<file path="src/design/vpic_pkg.sv">
`default_nettype none
package vpic_pkg;
    // ****************************************************************
    // Register map
    // ****************************************************************
    localparam logic [11:0] REQ0_ADDR  = 12'hFC0;
    localparam logic [11:0] EN0H_ADDR  = 12'hFC1;
    localparam logic [11:0] EN0L_ADDR  = 12'hFC2;
    localparam logic [11:0] REQ1_ADDR  = 12'hFC3;
    localparam logic [11:0] EN1H_ADDR  = 12'hFC4;
    localparam logic [11:0] EN1L_ADDR  = 12'hFC5;
    localparam logic [11:0] REQ2_ADDR  = 12'hFC6;
    localparam logic [11:0] EN2H_ADDR  = 12'hFC7;
    localparam logic [11:0] EN2L_ADDR  = 12'hFC8;
    localparam logic [11:0] CTRL_ADDR  = 12'hFCF;
    localparam int          CTRL_IEN_BIT = 7;
    localparam logic [7:0]  REQ_RESET  = 8'h00;
    localparam logic [7:0]  REQ0_MASK  = 8'h7F;
    localparam logic [7:0]  REQ2_MASK  = 8'h0F;

    // ****************************************************************
    // Sources and vectors
    // ****************************************************************
    localparam int          NUM_SRC    = 19;
    localparam int          NUM_PERIPH = 7;
    localparam int          NUM_PORTA  = 8;
    localparam logic [15:0] VEC_WDOG   = 16'h0004;
    localparam logic [15:0] VEC_PERIPH = 16'h000A;
    localparam logic [15:0] VEC_PORTA  = 16'h0018;
    localparam logic [15:0] VEC_PORTC  = 16'h0030;
    localparam logic [15:0] VEC_STEP   = 16'h0002;

    // Priority encoding from high and low enable bits
    typedef enum logic [1:0] {
        VPIC_OFF = 2'b00,
        VPIC_LV1 = 2'b01,
        VPIC_LV2 = 2'b10,
        VPIC_LV3 = 2'b11
    } vpic_level_e;

    // Core side instruction events
    typedef struct packed {
        logic enableInstr;
        logic disableInstr;
        logic returnInstr;
        logic trapInstr;
        logic illegalTrap;
    } vpic_core_ev_s;

    // Register port request
    typedef struct packed {
        logic [11:0] addr;
        logic [7:0]  wdata;
        logic        wr;
        logic        rd;
    } vpic_bus_s;
endpackage
`default_nettype wire

</file>
<file path="src/design/vpic_controller.sv">
// Behaviour
// - Nineteen vectors: twelve pin, seven peripheral
// - Vector words: high byte even address
// - Peripheral vectors 000A..0016 fixed order
// - Port A pins vectors 0018..0026
// - Port C pins from 0030, lowest
// - Watchdog vector 0004 outside table
// - Enable set by instruction, return, write
// - Enable cleared by disable, ack, traps
// - Level three beats two beats one
// - Same level: lowest vector wins
// - Watchdog and traps override programmable sources
// - Acknowledge clears matching request bit
// - Writing zero clears a request
// - Writing one creates a request
// - Source pulse always sets its bit
// - Forward only with global enable
// - Polling depends on request bits only
// - Watchdog ignores request and enable registers
// - First request register layout, reset zero
// - Two enable bits encode priority
//
// Chosen here: strobed register access.
`default_nettype none
module vpic_controller
    import vpic_pkg::*;
(
    // Clock and reset
    input  wire logic                 clk,
    input  wire logic                 reset_n,
    // Register port
    input  wire vpic_pkg::vpic_bus_s  bus,
    output var  logic [7:0]           rdata,
    // Interrupt sources
    input  wire logic [6:0]           periphPulse,
    input  wire logic [7:0]           portAPulse,
    input  wire logic [3:0]           portCPulse,
    input  wire logic                 watchdogPulse,
    input  wire logic                 watchdogEnable,
    // Core side
    input  wire vpic_pkg::vpic_core_ev_s coreEv,
    input  wire logic                 ackValid,
    input  wire logic [4:0]           ackSource,
    input  wire logic                 watchdogAck,
    output var  logic                 irqValid,
    output var  logic [15:0]          irqVector,
    output var  logic [4:0]           irqSource
);
    import vpic_pkg::*;

    // ****************************************************************
    // State
    // ****************************************************************
    typedef struct packed {
        logic [NUM_SRC-1:0] req;
        logic [NUM_SRC-1:0] enHigh;
        logic [NUM_SRC-1:0] enLow;
        logic               ien;
        logic               wdogPend;
        logic [7:0]         rdata;
        logic               irqValid;
        logic [15:0]        irqVector;
        logic [4:0]         irqSource;
    } vpic_state_s;

    vpic_state_s st;
    vpic_state_s next_st;

    // Source index order equals vector order: 0..6 peripherals, 7..14 port A, 15..18 port C
    function automatic logic [15:0] vecOf(input logic [4:0] idx);
        if (idx < 5'(NUM_PERIPH))
            vecOf = VEC_PERIPH + 16'(VEC_STEP * idx);
        else if (idx < 5'(NUM_PERIPH + NUM_PORTA))
            vecOf = VEC_PORTA + 16'(VEC_STEP * (idx - 5'(NUM_PERIPH)));
        else
            vecOf = VEC_PORTC + 16'(VEC_STEP * (idx - 5'(NUM_PERIPH + NUM_PORTA)));
    endfunction

    // Register byte to source bits: peripheral bit 6 is timer one, index 0
    function automatic logic [6:0] revPeriph(input logic [6:0] b);
        for (int i = 0; i < 7; i++)
            revPeriph[i] = b[6 - i];
    endfunction

    function automatic logic [7:0] revByte(input logic [7:0] b);
        for (int i = 0; i < 8; i++)
            revByte[i] = b[7 - i];
    endfunction

    function automatic logic [3:0] revNib(input logic [3:0] b);
        for (int i = 0; i < 4; i++)
            revNib[i] = b[3 - i];
    endfunction

    // Map a register byte to the 19 source positions
    function automatic logic [NUM_SRC-1:0] toSrc(input logic [1:0] grp, input logic [7:0] d);
        toSrc = '0;
        case (grp)
            2'd0:    toSrc[6:0]   = revPeriph(d[6:0]);
            2'd1:    toSrc[14:7]  = revByte(d);
            2'd2:    toSrc[18:15] = revNib(d[3:0]);
            default: toSrc = '0;
        endcase
    endfunction

    function automatic logic [7:0] fromSrc(input logic [1:0] grp, input logic [NUM_SRC-1:0] s);
        case (grp)
            2'd0:    fromSrc = {1'b0, revPeriph(s[6:0])};
            2'd1:    fromSrc = revByte(s[14:7]);
            2'd2:    fromSrc = {4'h0, revNib(s[18:15])};
            default: fromSrc = 8'h00;
        endcase
    endfunction

    // ****************************************************************
    // Arbitration
    // ****************************************************************
    logic [NUM_SRC-1:0] srcPulse;
    logic               winFound;
    logic [4:0]         winIdx;
    vpic_level_e        winLvl;

    assign srcPulse = {revNib(portCPulse), revByte(portAPulse), revPeriph(periphPulse)};

    // Highest level first, lowest index within a level
    always_comb
    begin
        vpic_level_e lv;
        winFound = 1'b0;
        winIdx   = 5'h00;
        winLvl   = VPIC_OFF;
        lv       = VPIC_OFF;
        for (int i = NUM_SRC - 1; i >= 0; i--)
        begin
            lv = vpic_level_e'({st.enHigh[i], st.enLow[i]});
            if (st.req[i] && lv != VPIC_OFF && (!winFound || lv >= winLvl))
            begin
                winFound = 1'b1;
                winIdx   = 5'(i);
                winLvl   = lv;
            end
        end
    end

    // ****************************************************************
    // Next state
    // ****************************************************************
    always_comb
    begin
        logic [1:0]         grp;
        logic               isReq;
        logic               isEnH;
        logic               isEnL;
        logic [NUM_SRC-1:0] grpMask;
        logic [NUM_SRC-1:0] wval;
        next_st = st;
        grp     = 2'd3;
        isReq   = 1'b0;
        isEnH   = 1'b0;
        isEnL   = 1'b0;
        grpMask = '0;
        wval    = '0;
        case (bus.addr)
            REQ0_ADDR:
            begin
                grp   = 2'd0;
                isReq = 1'b1;
            end
            EN0H_ADDR:
            begin
                grp   = 2'd0;
                isEnH = 1'b1;
            end
            EN0L_ADDR:
            begin
                grp   = 2'd0;
                isEnL = 1'b1;
            end
            REQ1_ADDR:
            begin
                grp   = 2'd1;
                isReq = 1'b1;
            end
            EN1H_ADDR:
            begin
                grp   = 2'd1;
                isEnH = 1'b1;
            end
            EN1L_ADDR:
            begin
                grp   = 2'd1;
                isEnL = 1'b1;
            end
            REQ2_ADDR:
            begin
                grp   = 2'd2;
                isReq = 1'b1;
            end
            EN2H_ADDR:
            begin
                grp   = 2'd2;
                isEnH = 1'b1;
            end
            EN2L_ADDR:
            begin
                grp   = 2'd2;
                isEnL = 1'b1;
            end
            default:   grp = 2'd3;
        endcase
        grpMask = toSrc(grp, 8'hFF);
        wval    = toSrc(grp, bus.wdata);

        // Software writes replace whole groups; reserved bits stay zero
        if (bus.wr && isReq)
            next_st.req = (st.req & ~grpMask) | wval;
        if (bus.wr && isEnH)
            next_st.enHigh = (st.enHigh & ~grpMask) | wval;
        if (bus.wr && isEnL)
            next_st.enLow = (st.enLow & ~grpMask) | wval;

        // Acknowledge clears the named source
        if (ackValid && ackSource < 5'(NUM_SRC))
            next_st.req[ackSource] = 1'b0;

        // Pulses last so they beat a clearing write or ack
        next_st.req = next_st.req | srcPulse;

        // Watchdog latch kept apart from the request registers
        if (watchdogAck)
            next_st.wdogPend = 1'b0;
        if (watchdogPulse && watchdogEnable)
            next_st.wdogPend = 1'b1;

        // Global enable: clears win over sets in the same cycle
        if (coreEv.enableInstr || coreEv.returnInstr)
            next_st.ien = 1'b1;
        if (bus.wr && bus.addr == CTRL_ADDR)
            next_st.ien = bus.wdata[CTRL_IEN_BIT];
        if (coreEv.disableInstr || coreEv.trapInstr || coreEv.illegalTrap
            || ackValid || watchdogAck)
            next_st.ien = 1'b0;

        // Read data valid the cycle after the strobe
        next_st.rdata = 8'h00;
        if (bus.rd)
        begin
            if (isReq)
                next_st.rdata = fromSrc(grp, st.req);
            else if (isEnH)
                next_st.rdata = fromSrc(grp, st.enHigh);
            else if (isEnL)
                next_st.rdata = fromSrc(grp, st.enLow);
            else if (bus.addr == CTRL_ADDR)
                next_st.rdata = {st.ien, 7'h00};
        end

        // Vector presentation; watchdog overrides, no request while disabled
        next_st.irqValid  = 1'b0;
        next_st.irqVector = 16'h0000;
        next_st.irqSource = 5'h00;
        if (next_st.ien && next_st.wdogPend)
        begin
            next_st.irqValid  = 1'b1;
            next_st.irqVector = VEC_WDOG;
            next_st.irqSource = 5'h1F;
        end
        else if (next_st.ien && winFound && !(ackValid && ackSource == winIdx)
                 && next_st.req[winIdx])
        begin
            next_st.irqValid  = 1'b1;
            next_st.irqVector = vecOf(winIdx);
            next_st.irqSource = winIdx;
        end
    end

    // ****************************************************************
    // Registers
    // ****************************************************************
    always_ff @(posedge clk or negedge reset_n)
    begin
        if (!reset_n)
            st <= '0;
        else
            st <= next_st;
    end

    assign rdata     = st.rdata;
    assign irqValid  = st.irqValid;
    assign irqVector = st.irqVector;
    assign irqSource = st.irqSource;

    // ****************************************************************
    // Checks
    // ****************************************************************
    pulse_sets_a: assert property (@(posedge clk) disable iff (!reset_n)
        srcPulse[0] |=> st.req[0])
        else $error("peripheral pulse not latched");

    ack_clears_a: assert property (@(posedge clk) disable iff (!reset_n)
        (ackValid && ackSource == 5'd3 && !srcPulse[3]) |=> !st.req[3])
        else $error("ack did not clear request");

    ack_disables_a: assert property (@(posedge clk) disable iff (!reset_n)
        ackValid |=> !st.ien && !irqValid)
        else $error("enable survived acknowledge");

    disabled_quiet_a: assert property (@(posedge clk) disable iff (!reset_n)
        !st.ien |-> !irqValid)
        else $error("request forwarded while disabled");

    enable_instr_a: assert property (@(posedge clk) disable iff (!reset_n)
        (coreEv.enableInstr && !coreEv.disableInstr && !coreEv.trapInstr
         && !coreEv.illegalTrap && !ackValid && !watchdogAck && !bus.wr) |=> st.ien)
        else $error("enable instruction ignored");

    write_zero_a: assert property (@(posedge clk) disable iff (!reset_n)
        (bus.wr && bus.addr == REQ0_ADDR && bus.wdata == 8'h00 && periphPulse == 7'h00)
        |=> st.req[6:0] == 7'h00)
        else $error("write zero left request pending");

    level_order_a: assert property (@(posedge clk) disable iff (!reset_n)
        (irqValid && irqVector != VEC_WDOG)
        |-> (irqSource >= 5'(NUM_SRC) || {st.enHigh[irqSource], st.enLow[irqSource]} != 2'b00))
        else $error("disabled source won arbitration");

    vector_range_a: assert property (@(posedge clk) disable iff (!reset_n)
        (irqValid && irqSource == 5'd0) |-> irqVector == 16'h000A)
        else $error("timer one vector wrong");

    wdog_first_a: assert property (@(posedge clk) disable iff (!reset_n)
        (st.wdogPend && st.ien && !watchdogAck && !ackValid && !coreEv.disableInstr
         && !coreEv.trapInstr && !coreEv.illegalTrap && !bus.wr)
        |=> irqVector == VEC_WDOG)
        else $error("watchdog did not take precedence");

    write_one_a: assert property (@(posedge clk) disable iff (!reset_n)
        (bus.wr && bus.addr == REQ0_ADDR && bus.wdata[6] && !(ackValid && ackSource == 5'd0))
        |=> st.req[0])
        else $error("write one left request clear");

    pulse_wins_a: assert property (@(posedge clk) disable iff (!reset_n)
        (bus.wr && bus.addr == REQ0_ADDR && bus.wdata == 8'h00 && periphPulse[5])
        |=> st.req[1])
        else $error("pulse lost to clearing write");
endmodule
`default_nettype wire

</file>
<file path="config.mk">
export PLATFORM = sky130hd
export DESIGN_NAME = vpic_controller
export DESIGN_NICKNAME = d
export VERILOG_FILES = /design/src/design/vpic_pkg.sv /design/src/design/vpic_controller.sv
export SDC_FILE = /design/constraint.sdc
export NUM_CORES = 1
export LEC_CHECK = 0
export BUFFER_PORTS_ARGS = -buffer_cell sky130_fd_sc_hd__buf_2
export CAP_MARGIN = 5
export CELL_PAD_IN_SITES_DETAIL_PLACEMENT = 1
export CELL_PAD_IN_SITES_GLOBAL_PLACEMENT = 1
export CORE_ASPECT_RATIO = 1.4
export CORE_MARGIN = 3
export CORE_UTILIZATION = 41
export CTS_CLUSTER_SIZE = 8
export DETAILED_ROUTE_END_ITERATION = 10
export PLACE_DENSITY = 0.78
export SLEW_MARGIN = 20
export SYNTH_ARGS = -nofsm -noshare
export SYNTH_HDL_FRONTEND = slang
export SYNTH_SLANG_ARGS = --single-unit
</file>
<file path="constraint.sdc">
create_clock -name clk -period 26 [get_ports clk]
set_input_delay 5.2 -clock clk [delete_from_list [all_inputs] [get_ports clk]]
set_output_delay 5.2 -clock clk [all_outputs]
set_load 0.03 [all_outputs]
</file>
==> results.cfg <==
[outcome]
status = finished clean

[power_and_ir_drop]
combPwrFrac_pct = 5.7
seq_power_share_pct = 45.6
total_power_w = 0.0002757
p_switching_w = 0.00006604
p_per_area_nw_per_um2 = 32.50
clock_power_share_pct = 48.8
intPower_w = 0.0002096
ir_worst_vdd_uv = 30.81
leakage_nw = 4.052
swShare_pct = 23.95

[grt]
grt_pass1_vias = 7043
grt_usage_pct = 28.89
grt-ovfl-total = 0
antenna_found_initial = 0
grt_pass1_wl_um = 39850
grt_max_degree = 81

[logic_synthesis]
syn_area_sq_um = 6705
synth_nets = 835
synth_seq_cells = 80
yosysWarnings = 0
async_flop_share_pct = 100.0
synth_edf_count = 0
synth_cells = 750
ys_seq_area_share_pct = 29.86
synth_ff_type = dfrtp_1
syn_area_per_cell_sq_um = 8.940
ys_types = 85

[worst_setup_path]
setup.worst_path.start_class = flip-flop
cp-end-kind = flip-flop
crit_path_top_delay_cell = or4_4
r2r_setup_slack_ps = 720
critPathMostFrequentCell = ha_1
max_stage_delay_ps = 560
cp_max_fo = 5
crit_type = reg2reg
crit_path_start = st[88]$_DFF_PN0_
worstPathRequired_ps = 26270
arrival_ps = 25560
reg2reg_from = st[88]$_DFF_PN0_

[timing]
setup_tns_ps = 0
timing.slew.headroom_pct = 43.89
setup_ws_ps = 716.3
finalHoldViolCount = 0
drv_slew = 0
maxClockFrequency_mhz = 39.55
setup_viol_count_final = 0
fin_crit_ps = 25280
finClkSkew_ps = 11.65
post-route-period-util_pct = 97.25
worstMarginPinSlew_ps = 837.1

[job]
drv_cap = 0

[place]
gp_congestion = 0.9396
dp_hpwl_um = 19620
io_buffers = 85
placed_area_sq_um = 7423
pre_cts_ws_ps = -828.4

[layout]
drive_gt1_share_pct = 40.49
n_antenna_cell = 0
fillers = 1841
area_growth_pct = 26.52
final_area_sq_um = 8483
nets = 969

[clock_tree]
cts_tree = done
cts_root_buffer = clkbuf_16
cts_buffer_depth = 2
clkSinkCount = 80
hold_buffers = 0
cts_max_level = 3
clk_latency_ps = 350
cts_buffers = 9
cts.reportedPaths.clkPinSlew_ps = 70

[floorplan]
fp.dieW_um = 114.1
row_count = 54
die_area_sq_um = 17950
initial_utilization_pct = 42.41
die_h_um = 157.3
ios = 87
core_sq_um = 15810

[routing]
vias_per_cell = 6.411
first_iter_violations = 490
antenna_left = 0
dr_total_vias = 6956
drcViolationCount = 0
routed_wl_um = 27030
wl_per_cell_um = 24.91
drtPass1Iterations = 5

[hold_path]
hold_path.class = reg2reg
## worst paths after layout
| path | to | depth (start not counted) |
|---|---|---|
| min in group asynchronous | rdata[4]$_DFF_PN0_ | 1 |
| worst min-delay path | flip-flop | 1 |
| worst min register to register | flip-flop | 1 |
| max in group asynchronous | st[88]$_DFF_PN0_ | 1 |
| worst max-delay path | irqVector[6]$_DFF_PN0_ | 133 |
| worst max register to register | irqVector[6]$_DFF_PN0_ | 133 |
## cells in the mapped netlist, drive strengths merged (6+ instances only)
cell type | count | area, sq um
or3b | 6 | 52.55
o31ai | 8 | 83.83
a222oi | 8 | 80.08
or3 | 9 | 56.30
nand3 | 19 | 117.6
nor3 | 22 | 140.1
a22oi | 9 | 67.56
o21ai | 45 | 247.7
a211oi | 8 | 60.06
nand2 | 56 | 217.7
nor2b | 9 | 63.81
and3 | 12 | 75.07
mux2i | 22 | 220.2
nand2b | 19 | 118.9
clkbuf | 21 | 78.83
mux2 | 43 | 488.0
buf | 34 | 264.0
nand4 | 8 | 56.30
a21oi | 46 | 252.7
and2 | 6 | 37.54
nor2 | 63 | 236.5
inv | 37 | 138.9
a31oi | 11 | 113.9
o221ai | 8 | 76.32
o211ai | 9 | 67.56
or2 | 6 | 37.53
dfrtp | 80 | 2002
ha | 28 | 350.3
o21bai | 18 | 135.1
a221oi | 8 | 87.59
## critical path, delay by kind of cell, from the launching register on
| family | cells | cell delay, ps |
|---|---|---|
| buf+inv | 4 | 370 |
| fa+ha+maj | 20 | 5270 |
| simple gates | 45 | 7100 |
| flops | 1 | 430 |
| compound gates | 60 | 10680 |
| mux | 4 | 1350 |
## cell families (layout without fill, tap and decap cells)
kind of cell               Yosys count  count (layout)  share of synthesized area (%)
AOI/OAI and AO/OA                  225             225                          26.16
xor gates and xnor gates             4               4                         0.5226
adders and majority gates           28              28                          5.225
buffers and inverters               92             231                          7.184
DFF                                 80              80                          29.86
muxes                               65              65                          10.56
other                                1               1                        0.05593
and+or+nand+nor                    255             255                          20.43
## cells in the final DEF (no fill, tap or decap), types with 11 or more instances in the layout
| master | n |
|---|---|
| mux2i_1 | 21 |
| o21ai_1 | 16 |
| mux2_2 | 39 |
| ha_1 | 25 |
| nand2_1 | 54 |
| dfrtp_1 | 78 |
| nor2_1 | 58 |
| buf_4 | 93 |
| o21ai_0 | 19 |
| inv_1 | 35 |
| o21bai_1 | 17 |
| nor3_1 | 13 |
| buf_2 | 84 |
| nand3_1 | 15 |
| and3_1 | 11 |
| a21oi_1 | 31 |
## metrics by stage
stage          hold slack, ps  cells  utilization (%)
6_report                538.6   1085            53.66
5_1_grt                 563.5   1085            53.66
4_1_cts                 539.4   1058            50.06
3_5_place_dp            526.5   1027            46.95
3_3_place_gp            511.7   1027            46.95
2_1_floorplan           484.5    750                -
## power groups by stage
stage	Combinational, W	Sequential [W]	Clock (W)
2_1_floorplan	0.00000567	0.000128	0
3_3_place_gp	0.0000146	0.000128	0
3_5_place_dp	0.0000152	0.000128	0
4_1_cts	0.0000154	0.000126	0.000136
5_1_grt	0.0000171	0.000126	0.000141
6_report	0.0000156	0.000126	0.000134
## routing by layer
metal	up-vias	GRT usage, %	routed length, um
met5	-	0	0
met1	3512	31.79	9734
met2	289	52.29	14080
met3	106	5.192	1448
li1	3049	-	-
met4	0	15.34	1770
## cell type report
cell class,instances,area (sq um),share of cell area [%]
tap,196,245.2,2.891
clock buffer,11,252.7,2.979
multi-input combinational,578,4654,54.87
timing repair buffer,178,1130,13.32
sequential,80,2004,23.63
inverter,37,141.4,1.667
clock inverter,5,55.05,0.6490
## what timing repair did
item	in CTS	in global routing
cloned	0	0
pin swaps	1	54
resized for setup	14	92
setup buffers	15	27
setup endpoints to repair	13	13
(Power assumes the default switching activity.)
